`src/pkg/acc_pkg.sv`:
```
/*
 * acc_pkg: register offsets, bit positions, reset values, select codes and
 * timing constants of the comparator control block.
 * Assumes a plain register port, a single 125 MHz core clock and an
 * active-high asynchronous reset.
 */
package acc_pkg;
   localparam int NUM_CMP = 2;
   localparam logic [3:0] CTRL_A1_OFS = 4'h0;
   localparam logic [3:0] CTRL_B1_OFS = 4'h1;
   localparam logic [3:0] CTRL_A2_OFS = 4'h2;
   localparam logic [3:0] CTRL_B2_OFS = 4'h3;
   localparam logic [3:0] SHARED_OFS = 4'h4;
   localparam logic [3:0] FLAG_OFS = 4'h5;
   localparam logic [3:0] ANALOG_SELECT_REG_OFS = 4'h6;
   localparam logic [3:0] PORT_OFS = 4'h7;
   // control_reg_a bits
   localparam int A_ON = 7;
   localparam int A_OUT = 6;
   localparam int A_OE = 5;
   localparam int A_POL = 4;
   localparam int A_SP = 2;
   localparam int A_HYS = 1;
   localparam int A_SYNC = 0;
   localparam logic [7:0] CTRL_A_RST = 8'h04;
   localparam logic [7:0] CTRL_A_WMASK = 8'hb7;
   // control_reg_b bits
   localparam int B_INTP = 7;
   localparam int B_INTN = 6;
   localparam int B_PCH_LO = 3;
   localparam int B_NCH_LO = 0;
   localparam logic [7:0] CTRL_B_RST = 8'h00;
   localparam logic [7:0] CTRL_B_WMASK = 8'hdf;
   localparam logic [7:0] ANALOG_SELECT_REG_RST = 8'hff;
   // plus select codes
   localparam logic [1:0] PSEL_PIN = 2'h0;
   localparam logic [1:0] PSEL_DAC = 2'h1;
   localparam logic [1:0] PSEL_FVR = 2'h2;
   localparam logic [1:0] PSEL_GND = 2'h3;
   // minus select codes
   localparam logic [2:0] NSEL_IN0 = 3'h0;
   localparam logic [2:0] NSEL_IN1 = 3'h1;
   localparam logic [2:0] NSEL_IN2 = 3'h2;
   localparam logic [2:0] NSEL_IN3 = 3'h3;
   localparam logic [2:0] NSEL_AGND = 3'h4;
   localparam logic [2:0] NSEL_FVR2 = 3'h5;
   // instruction cycle: 125 ns at 8 ns core period, rounded down
   localparam int INSTR_NS = 125;
   localparam int CLK_NS = 8;
   localparam int INSTR_CYC = (INSTR_NS / CLK_NS < 1) ? 1 : INSTR_NS / CLK_NS;
endpackage : acc_pkg

```
`src/verilog/acc_cmp_unit.sv`:
```
/*
 * acc_cmp_unit: one comparator's digital path: input routing, polarity,
 * per-cycle latch, timer sync capture, edge detection.
 * Assumes the analog comparison arrives as a level on raw_i.
 */
`timescale 1ns/1ps
`default_nettype none
module acc_cmp_unit (
   input wire logic clk_i,
   input wire logic rst_i,
   input wire logic tick_i,
   input wire logic tclk_fall_i,
   input wire logic raw_i,
   input wire logic [7:0] ctrl_a_i,
   input wire logic [7:0] ctrl_b_i,
   output logic [1:0] psel_o,
   output logic [2:0] nsel_o,
   output logic inputs_on_o,
   output logic result_o,
   output logic pin_o,
   output logic gate_o,
   output logic rise_o,
   output logic fall_o
);
   logic on, pol;
   logic res_q, prev_q, sync_q;
   logic [2:0] nraw;
   assign on = ctrl_a_i[acc_pkg::A_ON];
   assign pol = ctrl_a_i[acc_pkg::A_POL];
   assign nraw = ctrl_b_i[acc_pkg::B_NCH_LO +: 3];
   // ---------------------------------------------
   // input routing
   // ---------------------------------------------
   assign inputs_on_o = on;
   assign psel_o = on ? ctrl_b_i[acc_pkg::B_PCH_LO +: 2] : acc_pkg::PSEL_GND;
   assign nsel_o = (!on || nraw > acc_pkg::NSEL_FVR2) ? acc_pkg::NSEL_AGND : nraw;
   // ---------------------------------------------
   // result and edges
   // ---------------------------------------------
   // disabled comparator reads the pol bit, so toggling on or pol can still make an edge
   always_ff @(posedge clk_i or posedge rst_i) begin
      if (rst_i) begin
         res_q <= 1'b0;
         prev_q <= 1'b0;
      end else if (tick_i) begin
         res_q <= (on & raw_i) ^ pol;
         prev_q <= res_q;
      end
   end
   always_ff @(posedge clk_i or posedge rst_i) begin
      if (rst_i) begin
         sync_q <= 1'b0;
      end else if (tclk_fall_i) begin
         sync_q <= res_q;
      end
   end
   assign result_o = res_q;
   assign pin_o = (on & raw_i) ^ pol;
   assign gate_o = ctrl_a_i[acc_pkg::A_SYNC] ? sync_q : res_q;
   assign rise_o = tick_i & res_q & ~prev_q & ctrl_b_i[acc_pkg::B_INTP];
   assign fall_o = tick_i & ~res_q & prev_q & ctrl_b_i[acc_pkg::B_INTN];
endmodule : acc_cmp_unit
`default_nettype wire

```
`src/verilog/acc_top.sv`:
```
/*
 * acc_top: control registers, result mirror, pin override, change flags
 * and port read masking for two comparators.
 * Assumes a plain register port and an external gate timer that supplies
 * a one-cycle pulse at each falling edge of its (prescaled) clock.
 */
// Strobed register access and the address map were left to the implementer.
`timescale 1ns/1ps
`default_nettype none
module acc_top (
   input wire logic CORE_CLK_I,
   input wire logic SYS_RST_I,
   input wire logic [3:0] ADDR_I,
   input wire logic [7:0] WDATA_I,
   input wire logic WR_I,
   input wire logic RD_I,
   output logic [7:0] RDATA_O,
   input wire logic [1:0] CMP_RAW_I,
   input wire logic [1:0] TCLK_FALL_I,
   input wire logic [7:0] PORT_PIN_I,
   input wire logic [7:0] PORT_LATCH_I,
   output logic [1:0] PIN_OUT_O,
   output logic [1:0] GATE_SRC_O,
   output logic [1:0] UNIT_ON_O,
   output logic [1:0] SPEED_SELECT_O,
   output logic [1:0] HYSTERESIS_ON_O,
   output logic [3:0] PLUS_SEL_O,
   output logic [5:0] MINUS_SEL_O,
   output logic [1:0] CHANGE_FLAG_O
);
   logic [7:0] ctrl_a_q [2];
   logic [7:0] ctrl_b_q [2];
   logic [7:0] analog_select_reg_q;
   logic [1:0] flag_q;
   logic [1:0] res, pin, gate, rise, fall, inon;
   logic [1:0] psel [2];
   logic [2:0] nsel [2];
   logic [3:0] div_q;
   logic tick;
   // ---------------------------------------------
   // instruction cycle enable
   // ---------------------------------------------
   always_ff @(posedge CORE_CLK_I or posedge SYS_RST_I) begin
      if (SYS_RST_I) begin
         div_q <= 4'h0;
      end else if (div_q == 4'(acc_pkg::INSTR_CYC - 1)) begin
         div_q <= 4'h0;
      end else begin
         div_q <= div_q + 4'h1;
      end
   end
   assign tick = (div_q == 4'(acc_pkg::INSTR_CYC - 1));
   // ---------------------------------------------
   // comparators
   // ---------------------------------------------
   for (genvar i = 0; i < acc_pkg::NUM_CMP; i++) begin : g_cmp
      acc_cmp_unit u_cmp (
         .clk_i(CORE_CLK_I),
         .rst_i(SYS_RST_I),
         .tick_i(tick),
         .tclk_fall_i(TCLK_FALL_I[i]),
         .raw_i(CMP_RAW_I[i]),
         .ctrl_a_i(ctrl_a_q[i]),
         .ctrl_b_i(ctrl_b_q[i]),
         .psel_o(psel[i]),
         .nsel_o(nsel[i]),
         .inputs_on_o(inon[i]),
         .result_o(res[i]),
         .pin_o(pin[i]),
         .gate_o(gate[i]),
         .rise_o(rise[i]),
         .fall_o(fall[i])
      );
   end
   // ---------------------------------------------
   // control registers
   // ---------------------------------------------
   always_ff @(posedge CORE_CLK_I or posedge SYS_RST_I) begin
      if (SYS_RST_I) begin
         ctrl_a_q[0] <= acc_pkg::CTRL_A_RST;
         ctrl_a_q[1] <= acc_pkg::CTRL_A_RST;
         ctrl_b_q[0] <= acc_pkg::CTRL_B_RST;
         ctrl_b_q[1] <= acc_pkg::CTRL_B_RST;
      end else if (WR_I) begin
         unique case (ADDR_I)
            acc_pkg::CTRL_A1_OFS: ctrl_a_q[0] <= WDATA_I & acc_pkg::CTRL_A_WMASK;
            acc_pkg::CTRL_A2_OFS: ctrl_a_q[1] <= WDATA_I & acc_pkg::CTRL_A_WMASK;
            acc_pkg::CTRL_B1_OFS: ctrl_b_q[0] <= WDATA_I & acc_pkg::CTRL_B_WMASK;
            acc_pkg::CTRL_B2_OFS: ctrl_b_q[1] <= WDATA_I & acc_pkg::CTRL_B_WMASK;
            default: ;
         endcase
      end
   end
   always_ff @(posedge CORE_CLK_I or posedge SYS_RST_I) begin
      if (SYS_RST_I) begin
         analog_select_reg_q <= acc_pkg::ANALOG_SELECT_REG_RST;
      end else if (WR_I && ADDR_I == acc_pkg::ANALOG_SELECT_REG_OFS) begin
         analog_select_reg_q <= WDATA_I;
      end
   end
   // ---------------------------------------------
   // change flags
   // ---------------------------------------------
   // set beats a clear in the same cycle, so no edge is lost
   always_ff @(posedge CORE_CLK_I or posedge SYS_RST_I) begin
      if (SYS_RST_I) begin
         flag_q <= 2'h0;
      end else begin
         for (int i = 0; i < 2; i++) begin
            if (rise[i] | fall[i]) begin
               flag_q[i] <= 1'b1;
            end else if (WR_I && ADDR_I == acc_pkg::FLAG_OFS && !WDATA_I[i]) begin
               flag_q[i] <= 1'b0;
            end
         end
      end
   end
   // ---------------------------------------------
   // read port
   // ---------------------------------------------
   always_ff @(posedge CORE_CLK_I or posedge SYS_RST_I) begin
      if (SYS_RST_I) begin
         RDATA_O <= 8'h00;
      end else if (RD_I) begin
         unique case (ADDR_I)
            acc_pkg::CTRL_A1_OFS: RDATA_O <= {ctrl_a_q[0][7], res[0], ctrl_a_q[0][5:0]};
            acc_pkg::CTRL_A2_OFS: RDATA_O <= {ctrl_a_q[1][7], res[1], ctrl_a_q[1][5:0]};
            acc_pkg::CTRL_B1_OFS: RDATA_O <= ctrl_b_q[0];
            acc_pkg::CTRL_B2_OFS: RDATA_O <= ctrl_b_q[1];
            acc_pkg::SHARED_OFS: RDATA_O <= {6'h00, res};
            acc_pkg::FLAG_OFS: RDATA_O <= {6'h00, flag_q};
            acc_pkg::ANALOG_SELECT_REG_OFS: RDATA_O <= analog_select_reg_q;
            acc_pkg::PORT_OFS: RDATA_O <= PORT_PIN_I & ~analog_select_reg_q;
            default: RDATA_O <= 8'h00;
         endcase
      end else begin
         RDATA_O <= 8'h00;
      end
   end
   // ---------------------------------------------
   // outputs
   // ---------------------------------------------
   // pin path is the unlatched result; registering only to meet the flop-output style
   always_ff @(posedge CORE_CLK_I or posedge SYS_RST_I) begin
      if (SYS_RST_I) begin
         PIN_OUT_O <= 2'h0;
         GATE_SRC_O <= 2'h0;
         UNIT_ON_O <= 2'h0;
         SPEED_SELECT_O <= 2'h3;
         HYSTERESIS_ON_O <= 2'h0;
         PLUS_SEL_O <= {acc_pkg::PSEL_GND, acc_pkg::PSEL_GND};
         MINUS_SEL_O <= {acc_pkg::NSEL_AGND, acc_pkg::NSEL_AGND};
         CHANGE_FLAG_O <= 2'h0;
      end else begin
         for (int i = 0; i < 2; i++) begin
            // override is independent of unit_on; pin_direction is software's job
            PIN_OUT_O[i] <= ctrl_a_q[i][acc_pkg::A_OE] ? pin[i] : PORT_LATCH_I[i];
            GATE_SRC_O[i] <= gate[i];
            UNIT_ON_O[i] <= inon[i];
            SPEED_SELECT_O[i] <= ctrl_a_q[i][acc_pkg::A_SP];
            HYSTERESIS_ON_O[i] <= ctrl_a_q[i][acc_pkg::A_HYS];
         end
         PLUS_SEL_O <= {psel[1], psel[0]};
         MINUS_SEL_O <= {nsel[1], nsel[0]};
         CHANGE_FLAG_O <= flag_q;
      end
   end
   // ---------------------------------------------
   // checks
   // ---------------------------------------------
   property p_flag_set;
      @(posedge CORE_CLK_I) disable iff (SYS_RST_I) (rise[0] | fall[0]) |=> flag_q[0];
   endproperty
   a_flag_set: assert property (p_flag_set) else $error("edge did not set flag");
   property p_flag_keep;
      @(posedge CORE_CLK_I) disable iff (SYS_RST_I)
         ((rise[1] | fall[1]) && WR_I && ADDR_I == acc_pkg::FLAG_OFS && !WDATA_I[1]) |=> flag_q[1];
   endproperty
   a_flag_keep: assert property (p_flag_keep) else $error("clear beat an edge");
   property p_mirror;
      @(posedge CORE_CLK_I) disable iff (SYS_RST_I)
         (RD_I && ADDR_I == acc_pkg::SHARED_OFS) |=> RDATA_O[1:0] == $past(res);
   endproperty
   a_mirror: assert property (p_mirror) else $error("shared result mismatch");
   property p_port_mask;
      @(posedge CORE_CLK_I) disable iff (SYS_RST_I)
         (RD_I && ADDR_I == acc_pkg::PORT_OFS && analog_select_reg_q[0]) |=> !RDATA_O[0];
   endproperty
   a_port_mask: assert property (p_port_mask) else $error("analog pin read nonzero");
   property p_override;
      @(posedge CORE_CLK_I) disable iff (SYS_RST_I)
         ctrl_a_q[0][acc_pkg::A_OE] |=> PIN_OUT_O[0] == $past(pin[0]);
   endproperty
   a_override: assert property (p_override) else $error("pin override wrong");
   property p_off_inputs;
      @(posedge CORE_CLK_I) disable iff (SYS_RST_I)
         !ctrl_a_q[0][acc_pkg::A_ON] |-> psel[0] == acc_pkg::PSEL_GND && nsel[0] == acc_pkg::NSEL_AGND;
   endproperty
   a_off_inputs: assert property (p_off_inputs) else $error("inputs not cut off");
   // helper: cycles since the last tick, so the period check needs no long repetition
   logic [3:0] gap_q;
   always_ff @(posedge CORE_CLK_I or posedge SYS_RST_I) begin
      if (SYS_RST_I) begin
         gap_q <= 4'h0;
      end else if (tick) begin
         gap_q <= 4'h0;
      end else begin
         gap_q <= gap_q + 4'h1;
      end
   end
   property p_tick_rate;
      @(posedge CORE_CLK_I) disable iff (SYS_RST_I) tick == (gap_q == 4'(acc_pkg::INSTR_CYC - 1));
   endproperty
   a_tick_rate: assert property (p_tick_rate) else $error("instruction tick period wrong");
   property p_result;
      @(posedge CORE_CLK_I) disable iff (SYS_RST_I)
         tick |=> res[1] == ($past(ctrl_a_q[1][acc_pkg::A_ON] & CMP_RAW_I[1]) ^ $past(ctrl_a_q[1][acc_pkg::A_POL]));
   endproperty
   a_result: assert property (p_result) else $error("result polarity wrong");
   property p_speed;
      @(posedge CORE_CLK_I) disable iff (SYS_RST_I)
         1'b1 |=> SPEED_SELECT_O[0] == $past(ctrl_a_q[0][acc_pkg::A_SP]);
   endproperty
   a_speed: assert property (p_speed) else $error("speed select not passed");
endmodule : acc_top
`default_nettype wire

```
`config.mk`:
```
export PLATFORM = sky130hd
export DESIGN_NAME = acc_top
export DESIGN_NICKNAME = d
export VERILOG_FILES = /design/src/pkg/acc_pkg.sv /design/src/verilog/acc_cmp_unit.sv /design/src/verilog/acc_top.sv
export SDC_FILE = /design/constraint.sdc
export NUM_CORES = 1
export LEC_CHECK = 0
export BUFFER_PORTS_ARGS = -buffer_cell sky130_fd_sc_hd__buf_2
export CAP_MARGIN = 20
export CORE_ASPECT_RATIO = 1.2
export CORE_MARGIN = 2
export CORE_UTILIZATION = 55
export DETAILED_ROUTE_END_ITERATION = 8
export MAX_ROUTING_LAYER = met4
export PLACE_DENSITY = 0.8
export SETUP_SLACK_MARGIN = 0.5
export SYNTH_ARGS = -nofsm -noshare
export SYNTH_HDL_FRONTEND = slang
export SYNTH_SLANG_ARGS = --single-unit
```
`constraint.sdc`:
```
create_clock -name CORE_CLK_I -period 4.76 [get_ports CORE_CLK_I]
set_clock_uncertainty 0.1 [all_clocks]
set_input_delay 0.952 -clock CORE_CLK_I [delete_from_list [all_inputs] [get_ports CORE_CLK_I]]
set_output_delay 0.952 -clock CORE_CLK_I [all_outputs]
set_load 0.005 [all_outputs]
```
==> flow_summary.json <==
{
  "ys_ff_latch": 76,
  "synth_top_area_share_pct": 45.2,
  "final.period_utilization_pct": 57.3,
  "area_growth_pct": 18.1,
  "cts.sinks": 76,
  "p_leak_nw": 1.74,
  "cpPeakStageDelay_ns": 0.68,
  "cts_tree": "built",
  "clk_path_buf_depth": 2,
  "ys_seq_area_share_pct": 60.0,
  "nets": 351,
  "cts_max_level": 3,
  "cp_cell_sequence": "buf_2, nor2b_1, and3_1, mux2_2",
  "worst_slack_ns": 2.03,
  "netlist_top_cells_area": "dfrtp_1, dfstp_2, mux2_2",
  "dr_total_vias": 2245,
  "synth-edff-count": 0,
  "drive_above_1_share_pct": 43.8,
  "drv_slew": 0,
  "die_x_um": 73.7,
  "ys_async_sr_fraction_pct": 100,
  "grt_pass1_wl_um": 11200,
  "critPathTopFamily": "simple AND/OR/NAND/NOR gates",
  "grt_use_total_pct": 24.0,
  "synth_common_cells": "dfrtp_1, mux2_2, nand2_1, dfstp_2, o21ai_0",
  "drc_errors": 0,
  "wl_per_cell_um": 17.9,
  "cts_made_buffers": 9,
  "drt-vias-per-instance": 5.85,
  "tns_ns": 0,
  "die_area_um2": 6460,
  "relSlewSlack_pct": 48.7,
  "critPathMaxFanout": 15,
  "yosysTopAreaCell": "dfrtp_1",
  "antenna_left": 0,
  "first_global_vias": 2171,
  "clkSlewWorstSetupHoldPaths_ns": 0.08,
  "rsz0062_at_grt": "false",
  "synth_nets": 288,
  "core_area_um2": 5630,
  "portBuffers": 59,
  "wl_um": 6870,
  "crit_buf_inv": 1,
  "drtIter0Drc": 158,
  "drv_cap": 0,
  "dp_hpwl_um": 4680,
  "max_freq_mhz": 366,
  "drt_pass1_iterations": 4,
  "tightest_slew_ns": 0.767,
  "status": "finished, final reports clean",
  "final_area_um2": 3790,
  "hold_path_class": "flip-flop to flip-flop",
  "synth_area_per_cell_um2": 12.7,
  "ir_worst_vdd_uv": 256,
  "total_power_mw": 1.76,
  "ys_warn_count": 0,
  "rows": 30,
  "crit_required_ns": 4.94,
  "critPathArrivalTime_ns": 2.90,
  "io_pins": 66,
  "place_congestion": 0.831,
  "cts_setup_buffers": 0,
  "antenna_cells": 0,
  "powerDensity_nw_per_um2": 464,
  "clock_latency_ns": 0.34,
  "period_needed_ns": 2.73,
  "setup_viol": 0,
  "dpl_cell_area_um2": 3540,
  "cts.repair.resized": 0,
  "yosys_most_used_dff": "dfrtp_1",
  "antenna_found_initial": 0,
  "worstSetupPathType": "primary input to flip-flop",
  "die_h_um": 87.7,
  "hold_buffers": 0,
  "dp_slack_ns": 1.74,
  "start_util_pct": 57.0,
  "cp-end-kind": "flip-flop",
  "synth_most_common_cell": "dfrtp_1",
  "finalHoldViolations": 0,
  "gr-total-overflow": 0,
  "grt_max_degree": 49,
  "crit_path_top_delay_cell": "nor2b_1",
  "syn_inst": 252,
  "critPathLaunchType": "primary input",
  "synth_area_um2": 3210,
  "root_buffer": "clkbuf_8",
  "synth.distinct_cells": 35
}
[cells by family (layout without fill, tap and decap cells)]
family          count (synthesis)  count (layout)  synth area share [%]
compound gates                 42              42                  8.19
simple gates                   69              69                  11.5
mux                            49              49                  17.6
xor+xnor                        2               2                 0.546
buf+inv                        14              82                  2.15
flops                          76              76                  60.0
[layout make-up]
cell class | instances | area, um^2
sequential | 76 | 1920
tap | 64 | 80.1
timing repair buffer | 61 | 323
clock buffer | 12 | 155
multi-input combinational | 162 | 1210
inverter | 5 | 18.8
clock inverter | 4 | 72.6
fill | 423 | 1840
[worst register-to-register path: cells and delay by family, from the launching register on]
kind             cells  cell delay [ns]
AND/OR/NAND/NOR      1             0.38
flip-flops           1             0.44
multiplexers         1             0.37
[sequential cells by signal (all words and copies together), names as in the netlist]
name and flops:
ctrl_b_q 14, ctrl_a_q 12, RDATA_O 8, analog_select_reg_q 8, MINUS_SEL_O 6, PLUS_SEL_O 4, div_q 4, CHANGE_FLAG_O 2
GATE_SRC_O 2, HYSTERESIS_ON_O 2, PIN_OUT_O 2, SPEED_SELECT_O 2, UNIT_ON_O 2, flag_q 2, g_cmp.u_cmp.prev_q 2, g_cmp.u_cmp.result_o 2
g_cmp.u_cmp.sync_q 2
[power breakdown]
| part | internal (mW) | leakage [nW] | switching, mW |
|---|---|---|---|
| Sequential | 0.812 | 0.913 | 0.106 |
| Clock | 0.323 | 0.113 | 0.227 |
| Combinational | 0.168 | 0.714 | 0.124 |
| Total | 1.30 | 1.74 | 0.457 |
[final timing paths]
check / from / end / slack, ns / cells after the start
min reg2reg: ctrl_a_q[2] / SPEED_SELECT_O[1] / 0.28 / 0
min: ctrl_a_q[2] / SPEED_SELECT_O[1] / 0.28 / 0
max reg2reg: div_q[0] / g_cmp[0].u_cmp.prev_q / 3.37 / 2
max: ADDR_I[1] / analog_select_reg_q[5] / 2.03 / 4
max in group asynchronous: SYS_RST_I / analog_select_reg_q[2] / 3.29 / 4
min in group asynchronous: SYS_RST_I / MINUS_SEL_O[1] / 0.37 / 2
[layer usage]
metal / part of all wire, % / GRT usage, % / routed length, um
met3: 6.0 / 5.41 / 410
met2: 50 / 37.0 / 3410
met5: 0 / - / 0
met4: 2.1 / 9.42 / 142
met1: 42 / 30.9 / 2910
[stage by stage]
step                      cells  util [%]  hold slack [ns]
after detailed placement    367      62.9            0.268
after floorplan             252         -            0.259
after global placement      367      62.9            0.266
after CTS                   383      66.9            0.279
final                       384      67.3            0.281
after global routing        384      67.3            0.287
[cells in the final DEF (no fill, tap or decap), types with 3 or more instances in the layout]
cell / n
or3_1: 3
nand3b_1: 4
inv_1: 4
mux2_2: 36
nor2_1: 6
a21oi_1: 9
mux2_4: 6
nand2b_1: 9
dfrtp_1: 58
nor3_1: 3
buf_2: 59
o21ai_0: 11
nand3_1: 5
nand2_1: 22
nor4_1: 4
clkbuf_8: 11
a22o_1: 5
dfstp_2: 18
mux2i_1: 7
nor2b_1: 4
a22oi_1: 4
a31oi_1: 10
(Power assumes the default switching activity.)
